===== src/nvm_map.svh =====
`ifndef NVM_MAP_SVH
`define NVM_MAP_SVH

// Device register indices on the link (register space)
`define REG_CMD        4'h0
`define REG_ADDR_LO    4'h1
`define REG_ADDR_HI    4'h2
`define REG_DATA_BYTE  4'h3
`define REG_CONTROL_A  4'h4
`define REG_STATUS     4'h5
`define REG_UNLOCK     4'h6
`define REG_DBG_RESET  4'h7
`define REG_NVM_KEY    4'h8
`define EXEC_BIT       0
`define STATUS_BUSY    7
`define STATUS_ACCESS  1
`define UNLOCK_KEY     8'hD8
`define UNLOCK_WINDOW  4'h4
`define DBG_RESET_KEY  8'h59
`define NVM_KEY_BYTE   8'hA5
`define ERASED_BYTE    8'hFF

// Mapped memory window for the EEPROM in link memory space
`define EE_MAP_BASE    2'h3

// Command codes
`define CMD_NOP        7'h00
`define CMD_RD_USERSIG 7'h01
`define CMD_RD_CALIB   7'h02
`define CMD_RD_EE      7'h06
`define CMD_RD_FUSE    7'h07
`define CMD_WR_LOCK    7'h08
`define CMD_ER_USERSIG 7'h18
`define CMD_WR_USERSIG 7'h1A
`define CMD_ER_APP     7'h20
`define CMD_ER_APP_PG  7'h22
`define CMD_LD_FL_BUF  7'h23
`define CMD_WR_APP_PG  7'h24
`define CMD_EW_APP_PG  7'h25
`define CMD_ER_FL_BUF  7'h26
`define CMD_ER_BOOT_PG 7'h2A
`define CMD_ER_FL_PG   7'h2B
`define CMD_WR_BOOT_PG 7'h2C
`define CMD_EW_BOOT_PG 7'h2D
`define CMD_WR_FL_PG   7'h2E
`define CMD_EW_FL_PG   7'h2F
`define CMD_ER_EE      7'h30
`define CMD_ER_EE_PG   7'h32
`define CMD_LD_EE_BUF  7'h33
`define CMD_WR_EE_PG   7'h34
`define CMD_EW_EE_PG   7'h35
`define CMD_ER_EE_BUF  7'h36
`define CMD_APP_CRC    7'h38
`define CMD_BOOT_CRC   7'h39
`define CMD_CHIP_ERASE 7'h40
`define CMD_RD_NVM     7'h43
`define CMD_WR_FUSE    7'h4C
`define CMD_ER_BOOT    7'h68
`define CMD_FLASH_CRC  7'h78

// Operation timing
`define CLK_PERIOD_NS  100
`define OP_TIME_NS     2000
`define OP_CYCLES      ((`OP_TIME_NS + `CLK_PERIOD_NS - 1) / `CLK_PERIOD_NS)

// Host register byte offsets on APB
`define HOST_LNK_ADDR  8'h00
`define HOST_LNK_DATA  8'h04
`define HOST_LNK_CTRL  8'h08
`define HOST_STATUS    8'h0C

`endif


===== src/nvm_pkg.sv =====
`default_nettype none
`include "nvm_map.svh"

package nvm_pkg;

  typedef enum logic [1:0] {
    TRIG_NONE  = 2'h0,
    TRIG_EXEC  = 2'h1,
    TRIG_READ  = 2'h2,
    TRIG_WRITE = 2'h3
  } trig_t;

  typedef struct packed {
    trig_t trig;
    logic  prot;
    logic  busy;
  } cmd_info_t;

  typedef enum logic [1:0] {
    ST_IDLE = 2'b00,
    ST_RUN  = 2'b01,
    ST_RUN2 = 2'b11
  } state_t;

  // Trigger kind, change protection and busy per command and mode
  function automatic cmd_info_t decode(input logic [6:0] cmd, input logic ext);
    cmd_info_t i;
    i = '{TRIG_NONE, 1'b0, 1'b0};
    if (ext) begin
      case (cmd)
        `CMD_CHIP_ERASE, `CMD_ER_FL_BUF, `CMD_FLASH_CRC, `CMD_APP_CRC, `CMD_BOOT_CRC,
        `CMD_WR_LOCK, `CMD_ER_EE_BUF, `CMD_ER_EE: i = '{TRIG_EXEC, 1'b1, 1'b1};
        `CMD_RD_NVM, `CMD_RD_USERSIG, `CMD_RD_CALIB, `CMD_RD_FUSE,
        `CMD_RD_EE: i = '{TRIG_READ, 1'b0, 1'b0};
        `CMD_LD_FL_BUF, `CMD_LD_EE_BUF: i = '{TRIG_WRITE, 1'b0, 1'b0};
        `CMD_ER_FL_PG, `CMD_WR_FL_PG, `CMD_EW_FL_PG, `CMD_ER_APP, `CMD_ER_APP_PG,
        `CMD_WR_APP_PG, `CMD_EW_APP_PG, `CMD_ER_BOOT, `CMD_ER_BOOT_PG,
        `CMD_WR_BOOT_PG, `CMD_EW_BOOT_PG, `CMD_ER_USERSIG, `CMD_WR_USERSIG,
        `CMD_WR_FUSE, `CMD_ER_EE_PG, `CMD_WR_EE_PG,
        `CMD_EW_EE_PG: i = '{TRIG_WRITE, 1'b0, 1'b1};
        default: i = '{TRIG_NONE, 1'b0, 1'b0};
      endcase
    end else begin
      case (cmd)
        `CMD_LD_EE_BUF: i = '{TRIG_WRITE, 1'b1, 1'b0};
        `CMD_ER_EE_BUF, `CMD_ER_EE_PG, `CMD_WR_EE_PG, `CMD_EW_EE_PG,
        `CMD_ER_EE: i = '{TRIG_EXEC, 1'b1, 1'b1};
        `CMD_RD_EE: i = '{TRIG_EXEC, 1'b1, 1'b0};
        default: i = '{TRIG_NONE, 1'b0, 1'b0};
      endcase
    end
    return i;
  endfunction

endpackage

`default_nettype wire


===== src/nvm_link_if.sv =====
`timescale 1ns/1ps
`default_nettype none

interface nvm_link_if (
  input wire logic clock
);
  logic        sel;
  logic        wr;
  logic        space;
  logic [11:0] addr;
  logic [7:0]  wdata;
  logic [7:0]  rdata;
  logic        ready;
  logic        busy;
  logic        accessEnabled;

  modport device (
    input  sel, wr, space, addr, wdata,
    output rdata, ready, busy, accessEnabled
  );

  modport host (
    output sel, wr, space, addr, wdata,
    input  rdata, ready, busy, accessEnabled
  );
endinterface

`default_nettype wire


===== src/nvm_device.sv =====
// Decided for this implementation: the placing of the registers and the APB slave port.
`timescale 1ns/1ps
`default_nettype none
`include "nvm_map.svh"

module nvm_device #(
  parameter int PAGE_BYTES = 32,
  parameter int PAGES      = 4
) (
  input  wire logic   clock,
  input  wire logic   sys_rst,
  nvm_link_if.device  link,
  input  wire logic   readLock,
  input  wire logic   writeLock,
  input  wire logic   eepromPreserveFuse,
  output logic        busy
);
  localparam int PB = $clog2(PAGE_BYTES);
  localparam int EW = $clog2(PAGE_BYTES * PAGES);
  localparam int EE_BYTES = PAGE_BYTES * PAGES;
  localparam logic [15:0] OP_LAST = 16'(`OP_CYCLES - 1);

  logic [7:0]            ee [EE_BYTES];
  logic [7:0]            pbuf [PAGE_BYTES];
  logic [PAGE_BYTES-1:0] tag;
  logic [6:0]            cmdReg;
  logic [15:0]           addrReg;
  logic [7:0]            dataByteZero;
  logic [3:0]            unlockCount;
  logic                  resetSeen;
  logic                  accessEnabled;
  nvm_pkg::state_t       state;
  logic [6:0]            opCmd;
  logic [EW-1:0]         opAddr;
  logic [15:0]           timer;
  logic                  readyReg;
  logic [7:0]            rdataReg;
  nvm_pkg::cmd_info_t    info;
  logic                  take;
  logic                  regWr;
  logic                  memAcc;
  logic                  locked;
  logic                  acceptNow;
  logic                  execGo;
  logic                  memWrGo;
  logic                  dataLoadGo;
  logic                  startOp;
  logic                  eeRegion;
  logic                  loadBuf;
  logic                  phaseEnd;
  logic                  writeEnd;
  logic [PB-1:0]         loadIdx;
  logic [7:0]            loadData;

  // Request decode; a pulse of ready closes each link access
  assign info     = nvm_pkg::decode(cmdReg, accessEnabled);
  assign take     = link.sel && !readyReg;
  assign regWr    = take && link.space && link.wr;
  assign memAcc   = take && !link.space;
  assign eeRegion = link.addr[11:10] == `EE_MAP_BASE;
  assign busy     = state != nvm_pkg::ST_IDLE;
  assign locked   = accessEnabled && readLock && writeLock
                    && cmdReg != `CMD_CHIP_ERASE && cmdReg != `CMD_FLASH_CRC;
  // A memory read waits out a running operation
  assign acceptNow = take && !(memAcc && !link.wr && busy);

  // Launch conditions per trigger kind
  assign execGo = regWr && link.addr[3:0] == `REG_CONTROL_A && link.wdata[`EXEC_BIT]
                  && info.trig == nvm_pkg::TRIG_EXEC && !busy && !locked
                  && (!info.prot || accessEnabled || unlockCount != 4'h0);
  assign memWrGo = memAcc && link.wr && accessEnabled && !busy && !locked
                   && info.trig == nvm_pkg::TRIG_WRITE;
  assign dataLoadGo = regWr && link.addr[3:0] == `REG_DATA_BYTE && !accessEnabled && !busy
                      && info.trig == nvm_pkg::TRIG_WRITE && unlockCount != 4'h0;
  assign startOp = (execGo || memWrGo) && info.busy;
  assign loadBuf = dataLoadGo || (memWrGo && cmdReg == `CMD_LD_EE_BUF && eeRegion);
  // Only the low address bits choose the buffer slot
  assign loadIdx  = dataLoadGo ? addrReg[PB-1:0] : link.addr[PB-1:0];
  assign loadData = link.wdata;
  assign phaseEnd = busy && timer == 16'h0;
  assign writeEnd = phaseEnd && (state == nvm_pkg::ST_RUN2 || opCmd == `CMD_WR_EE_PG);

  assign link.ready = readyReg;
  assign link.rdata = rdataReg;
  assign link.busy  = busy;
  // Access drops while chip erase or flash CRC owns the array
  assign link.accessEnabled = accessEnabled
      && !(busy && (opCmd == `CMD_CHIP_ERASE || opCmd == `CMD_FLASH_CRC));

  // Software-visible registers and the unlock windows
  always_ff @(posedge clock) begin
    if (sys_rst) begin
      cmdReg <= `CMD_NOP;
      addrReg <= 16'h0000;
      unlockCount <= 4'h0;
      resetSeen <= 1'b0;
      accessEnabled <= 1'b0;
    end else begin
      if (regWr && link.addr[3:0] == `REG_CMD) cmdReg <= link.wdata[6:0];
      if (regWr && link.addr[3:0] == `REG_ADDR_LO) addrReg[7:0] <= link.wdata;
      if (regWr && link.addr[3:0] == `REG_ADDR_HI) addrReg[15:8] <= link.wdata;
      if (regWr && link.addr[3:0] == `REG_UNLOCK && link.wdata == `UNLOCK_KEY) begin
        unlockCount <= `UNLOCK_WINDOW;
      end else if (unlockCount != 4'h0) begin
        unlockCount <= unlockCount - 4'h1;
      end
      // Reset key first, then the memory key, enables access
      if (regWr && link.addr[3:0] == `REG_DBG_RESET) begin
        resetSeen <= link.wdata == `DBG_RESET_KEY;
        if (link.wdata != `DBG_RESET_KEY) accessEnabled <= 1'b0;
      end
      if (regWr && link.addr[3:0] == `REG_NVM_KEY && resetSeen
          && link.wdata == `NVM_KEY_BYTE) begin
        accessEnabled <= 1'b1;
      end
    end
  end

  // Data register: bus write or execute-triggered read result
  always_ff @(posedge clock) begin
    if (sys_rst) begin
      dataByteZero <= 8'h00;
    end else if (execGo && cmdReg == `CMD_RD_EE) begin
      dataByteZero <= ee[addrReg[EW-1:0]];
    end else if (regWr && link.addr[3:0] == `REG_DATA_BYTE) begin
      dataByteZero <= link.wdata;
    end
  end

  // Operation sequencer; EEPROM page erase-write runs two timed phases
  always_ff @(posedge clock) begin
    if (sys_rst) begin
      state <= nvm_pkg::ST_IDLE;
      opCmd <= `CMD_NOP;
      opAddr <= '0;
      timer <= 16'h0;
    end else begin
      case (state)
        nvm_pkg::ST_IDLE: begin
          if (startOp) begin
            state <= nvm_pkg::ST_RUN;
            opCmd <= cmdReg;
            opAddr <= accessEnabled ? link.addr[EW-1:0] : addrReg[EW-1:0];
            timer <= OP_LAST;
          end
        end
        nvm_pkg::ST_RUN: begin
          if (timer != 16'h0) begin
            timer <= timer - 16'h1;
          end else if (opCmd == `CMD_EW_EE_PG) begin
            state <= nvm_pkg::ST_RUN2;
            timer <= OP_LAST;
          end else begin
            state <= nvm_pkg::ST_IDLE;
          end
        end
        nvm_pkg::ST_RUN2: begin
          if (timer != 16'h0) timer <= timer - 16'h1;
          else state <= nvm_pkg::ST_IDLE;
        end
        default: state <= nvm_pkg::ST_IDLE;
      endcase
    end
  end

  // Page buffer and tags; loads happen only while idle
  always_ff @(posedge clock) begin
    if (sys_rst) begin
      tag <= '0;
      for (int j = 0; j < PAGE_BYTES; j++) pbuf[j] <= `ERASED_BYTE;
    end else if (loadBuf) begin
      pbuf[loadIdx] <= loadData;
      tag[loadIdx] <= 1'b1;
    end else if (writeEnd || (phaseEnd && (opCmd == `CMD_ER_EE_BUF
                 || opCmd == `CMD_CHIP_ERASE))) begin
      tag <= '0;
      for (int j = 0; j < PAGE_BYTES; j++) pbuf[j] <= `ERASED_BYTE;
    end
  end

  // Array update at the end of each timed phase
  always_ff @(posedge clock) begin
    if (sys_rst) begin
      for (int i = 0; i < EE_BYTES; i++) ee[i] <= `ERASED_BYTE;
    end else if (phaseEnd && state == nvm_pkg::ST_RUN) begin
      case (opCmd)
        `CMD_ER_EE_PG, `CMD_EW_EE_PG: begin
          for (int j = 0; j < PAGE_BYTES; j++) begin
            if (tag[j]) ee[{opAddr[EW-1:PB], PB'(j)}] <= `ERASED_BYTE;
          end
        end
        `CMD_WR_EE_PG: begin
          for (int j = 0; j < PAGE_BYTES; j++) begin
            if (tag[j]) ee[{opAddr[EW-1:PB], PB'(j)}] <= pbuf[j];
          end
        end
        `CMD_ER_EE: begin
          for (int i = 0; i < EE_BYTES; i++) begin
            if (tag[i % PAGE_BYTES]) ee[i] <= `ERASED_BYTE;
          end
        end
        `CMD_CHIP_ERASE: begin
          if (!eepromPreserveFuse) begin
            for (int i = 0; i < EE_BYTES; i++) ee[i] <= `ERASED_BYTE;
          end
        end
        default: ;
      endcase
    end else if (phaseEnd && state == nvm_pkg::ST_RUN2) begin
      for (int j = 0; j < PAGE_BYTES; j++) begin
        if (tag[j]) ee[{opAddr[EW-1:PB], PB'(j)}] <= pbuf[j];
      end
    end
  end

  // Link answer; unmapped memory reads as erased
  always_ff @(posedge clock) begin
    if (sys_rst) begin
      readyReg <= 1'b0;
      rdataReg <= 8'h00;
    end else begin
      readyReg <= acceptNow;
      if (acceptNow && !link.wr) begin
        if (link.space) begin
          case (link.addr[3:0])
            `REG_CMD:     rdataReg <= {1'b0, cmdReg};
            `REG_ADDR_LO: rdataReg <= addrReg[7:0];
            `REG_ADDR_HI: rdataReg <= addrReg[15:8];
            `REG_DATA_BYTE: rdataReg <= dataByteZero;
            `REG_CONTROL_A: rdataReg <= 8'h00;
            `REG_STATUS:  rdataReg <= {busy, 5'h00, link.accessEnabled, 1'b0};
            default:      rdataReg <= 8'h00;
          endcase
        end else if (accessEnabled && !locked && eeRegion
                     && (cmdReg == `CMD_RD_EE || cmdReg == `CMD_RD_NVM)) begin
          rdataReg <= ee[link.addr[EW-1:0]];
        end else begin
          rdataReg <= `ERASED_BYTE;
        end
      end
    end
  end

endmodule

`default_nettype wire


===== src/flat_wrapper.sv =====
// flat-port wrapper written by rule: the top's interface ports become plain ports
module nvm_device_flat 
#(
  parameter int PAGE_BYTES = 32,
  parameter int PAGES      = 4
)
  (clock, sys_rst, readLock, writeLock, eepromPreserveFuse, busy, link_sel, link_wr, link_space, link_addr, link_wdata, link_rdata, link_ready, link_busy, link_accessEnabled);
  nvm_link_if link_i (.clock(clock));
  input  wire logic clock;
  input  wire logic sys_rst;
  input  wire logic readLock;
  input  wire logic writeLock;
  input  wire logic eepromPreserveFuse;
  output logic busy;
  input wire logic [$bits(link_i.sel)-1:0] link_sel;
  input wire logic [$bits(link_i.wr)-1:0] link_wr;
  input wire logic [$bits(link_i.space)-1:0] link_space;
  input wire logic [$bits(link_i.addr)-1:0] link_addr;
  input wire logic [$bits(link_i.wdata)-1:0] link_wdata;
  output wire logic [$bits(link_i.rdata)-1:0] link_rdata;
  output wire logic [$bits(link_i.ready)-1:0] link_ready;
  output wire logic [$bits(link_i.busy)-1:0] link_busy;
  output wire logic [$bits(link_i.accessEnabled)-1:0] link_accessEnabled;
  assign link_i.sel = link_sel;
  assign link_i.wr = link_wr;
  assign link_i.space = link_space;
  assign link_i.addr = link_addr;
  assign link_i.wdata = link_wdata;
  assign link_rdata = link_i.rdata;
  assign link_ready = link_i.ready;
  assign link_busy = link_i.busy;
  assign link_accessEnabled = link_i.accessEnabled;
  nvm_device #(.PAGE_BYTES(PAGE_BYTES), .PAGES(PAGES)) u_core (.clock(clock), .sys_rst(sys_rst), .link(link_i), .readLock(readLock), .writeLock(writeLock), .eepromPreserveFuse(eepromPreserveFuse), .busy(busy));
endmodule

===== config.mk =====
export PLATFORM = sky130hd
export DESIGN_NAME = nvm_device_flat
export DESIGN_NICKNAME = d
export VERILOG_FILES = /design/src/nvm_pkg.sv /design/src/nvm_link_if.sv /design/src/nvm_device.sv /design/src/flat_wrapper.sv
export VERILOG_INCLUDE_DIRS = /design/src /design/src/src
export SDC_FILE = /design/constraint.sdc
export NUM_CORES = 2
export LEC_CHECK = 0
export BUFFER_PORTS_ARGS = -buffer_cell sky130_fd_sc_hd__buf_2
export CAP_MARGIN = 20
export CELL_PAD_IN_SITES_DETAIL_PLACEMENT = 2
export CELL_PAD_IN_SITES_GLOBAL_PLACEMENT = 2
export CORE_MARGIN = 1
export CORE_UTILIZATION = 45
export DETAILED_ROUTE_END_ITERATION = 16
export PLACE_DENSITY_LB_ADDON = 0.1
export RECOVER_POWER = 25
export SYNTH_ARGS = -nofsm -noshare
export SYNTH_HDL_FRONTEND = slang
export SYNTH_SLANG_ARGS = --single-unit

===== constraint.sdc =====
create_clock -name clock -period 9.1 [get_ports clock]
set_clock_uncertainty 0.1 [all_clocks]
set_input_delay 1.82 -clock clock [delete_from_list [all_inputs] [get_ports clock]]
set_output_delay 1.82 -clock clock [all_outputs]
set_load 0.02 [all_outputs]

==> impl_metrics.json <==
{
  "critPathMaxFanout": 42,
  "synth-compound-area-share_pct": 6.96,
  "clkPwrFrac_pct": 44.7,
  "root_buffer": "clkbuf_16",
  "ys_ff_latch": 1395,
  "min_path_type": "register to register",
  "fin_setup_tns_ns": 0,
  "cts_buffers": 157,
  "grt_max_degree": 139,
  "final_cells": 7136,
  "yosys-top-cells-count": "edfxtp_1, nand2_1, mux4_2",
  "post-route-min-period_ns": 7.26,
  "die_area_um2": 155000,
  "cts_tree": "yes",
  "violations": "capacitance limit, slew limit",
  "arrival_ns": 7.62,
  "drt-vias-per-instance": 7.20,
  "grt_usage_pct": 40.8,
  "hpwl_um": 222000,
  "die_w_um": 394,
  "clock.fmax_ghz": 0.138,
  "cts_resized": 0,
  "std_cell_rows": 143,
  "synth_seq_area_share_pct": 59.0,
  "drive_above_1_share_pct": 18.3,
  "ir_worst_vdd_v": 0.000182,
  "pwr-share-seq_pct": 49.0,
  "synth_warnings": 0,
  "cp-end-kind": "register",
  "port_buffers": 36,
  "synth_simple_gate_area_share_pct": 12.8,
  "critPathLaunch": "link_addr[3]",
  "worstSetupStartpointType": "input port",
  "post-synth-top-area-fraction_pct": 55.6,
  "firstDrtPassIters": 5,
  "drc": 0,
  "netSwitchingPower_mw": 3.59,
  "internal-power_mw": 10.9,
  "synth_edf_count": 1280,
  "cts_buffer_depth": 3,
  "p_sw_share_pct": 24.9,
  "hold_buffers": 0,
  "yosysUniqueCellTypes": 92,
  "ys_async_sr_fraction_pct": 0,
  "required_ns": 9.46,
  "cts_setup_buffers": 0,
  "syn_inst": 5118,
  "maxCapViolCount": 4,
  "drt_iter0_drc": 8276,
  "hold_violations": 0,
  "pre_cts_ws_ns": 2.31,
  "worst_pin_slew_ns": 3.01,
  "core_um2": 152000,
  "synth_fp_nets": 5153,
  "antenna_found_initial": 29,
  "period_share_pct": 79.8,
  "r2r_start": "u_core.timer[8]",
  "wl_per_cell_um": 44.7,
  "rsz0062_at_grt": "false",
  "p_leak_nw": 19.6,
  "fp.dieH_um": 394,
  "grt_pass1_wl_um": 434000,
  "relSlewSlack_pct": -101,
  "h-tree-depth": 4,
  "finalMaxSlewViolations": 139,
  "vias": 51400,
  "initial_core_util_pct": 45.4,
  "p_comb_share_pct": 6.3,
  "drt.antenna.violating_nets": 0,
  "synth_largest_area_cell": "edfxtp_1",
  "fin_ws_ns": 1.84,
  "synthMuxAreaShare_pct": 18.1,
  "synth_top_family_by_area": "multiplexers",
  "synth_fa_ha_area_share_pct": 0.127,
  "gp_congestion": 1.02,
  "post-place-cells": 6832,
  "synth_most_common_cell": "edfxtp_1",
  "yosys-top-cells-area": "edfxtp_1, mux4_2, nand2_1",
  "clk_latency_ns": 0.84,
  "synth_xor_area_share_pct": 0.0634,
  "routed_wirelength_um": 319000,
  "io_pins": 40,
  "setup-violations-final": 0,
  "first_global_vias": 50800,
  "synth_area_per_cell_um2": 13.5,
  "areaGrowthSynthToFinish_pct": 9.97,
  "clk_pin_slew_worst_paths_ns": 0.06,
  "netlist_area_um2": 69100,
  "cts.sinks": 1395,
  "hp-start": "u_core.timer[6]",
  "worst-setup-path-type": "input port to register",
  "fin_nets": 5003,
  "status": "finished, violations left",
  "overflow": 0,
  "synthFlopType": "edfxtp_1",
  "p_per_area_nw_per_um2": 190
}
-- power groups by stage --
stage	clock network [mW]	logic (mW)	registers, mW
after floorplan	0	0.468	7.20
after global placement	0	0.863	7.21
after detailed placement	0	0.879	7.22
after CTS	6.46	0.883	7.09
after global routing	6.67	0.909	7.09
final	6.46	0.911	7.09
-- state kept, by name, summed over array words and instances (netlist names), named ones only --
signal and cells:
u_core.state 2, u_core.dataByteZero 8, u_core.pbuf 256, u_core.link.rdata 8
u_core.accessEnabled 1, u_core.cmdReg 7, u_core.opCmd 7, u_core.opAddr 2
u_core.tag 32, u_core.addrReg 16, u_core.unlockCount 4, u_core.link.ready 1
u_core.ee 1024, u_core.resetSeen 1, u_core.timer 16
-- layer usage --
metal / global-route usage [%] / wire [um] / part of all wire (%)
met5: 0 / 331 / 0.10
met4: 17.9 / 16000 / 5.0
met3: 9.17 / 36500 / 11
met2: 61.0 / 143000 / 45
met1: 57.5 / 124000 / 39
-- critical path, cell delays in order --
cell and delay, ns:
buf_2 0.08, clkbuf_1 2.05, or3b_1 0.63, nor3_1 0.12, clkbuf_1 0.37, a41o_1 0.44, a211oi_1 0.27, clkbuf_1 0.58
nand4_1 0.62, nand2_1 0.57
-- through the flow --
stage,instance area [um2],hold slack [ns],utilization (%),total power [mW]
after floorplan,69100,0.341,-,7.66
after global placement,70900,0.349,46.6,8.08
after detailed placement,70900,0.382,46.6,8.10
after CTS,76000,0.390,49.9,14.4
after global routing,76000,0.417,49.9,14.7
final,76000,0.388,49.9,14.5
-- cell usage in the layout, fill, tap and decap left out, drive strengths merged, types with 25 or more instances in the layout --
master and instances:
a21o 133, a21oi 57, a221oi 60, a22o 62, a22oi 72, buf 129
clkbuf 227, clkinv 62, dfxtp 115, edfxtp 1280, inv 25, mux2i 94
mux4 508, nand2 1122, nand2b 41, nand3b 57, nand4 30, nor2 347
nor3 39, o21ai 62, o22ai 46, o31ai 25, or2 33, or3 172
-- worst paths after layout --
path	endpoint	depth (start not counted)	slack, ns
max	u_core.pbuf[16][0]	10	1.84
min reg2reg	u_core.timer[6]	2	0.39
min	u_core.timer[6]	2	0.39
max reg2reg	u_core.ee[4][3]	7	3.98
-- kinds of logic (layout without fill, tap and decap cells) --
| kind of cell | count (synthesis) | count (layout) |
|---|---|---|
| compound gates | 651 | 651 |
| xor+xnor | 5 | 5 |
| fa+ha+maj | 7 | 7 |
| buf+inv | 480 | 459 |
| flops | 1395 | 1395 |
| mux | 613 | 613 |
| other cells | 0 | 9 |
| simple gates | 1967 | 1967 |
-- layout make-up --
| class | count | area [um2] |
|---|---|---|
| well taps | 2030 | 2540 |
| flip-flops and latches | 1395 | 40700 |
| fillers | 14300 | 76300 |
| clock inverters | 80 | 850 |
| multi-input cells | 3243 | 26400 |
| repair buffers | 148 | 1120 |
| clock buffers | 208 | 4200 |
| diodes | 9 | 22.5 |
| inverters | 23 | 87.6 |
Note: power is estimated with default switching activity, not from simulation.
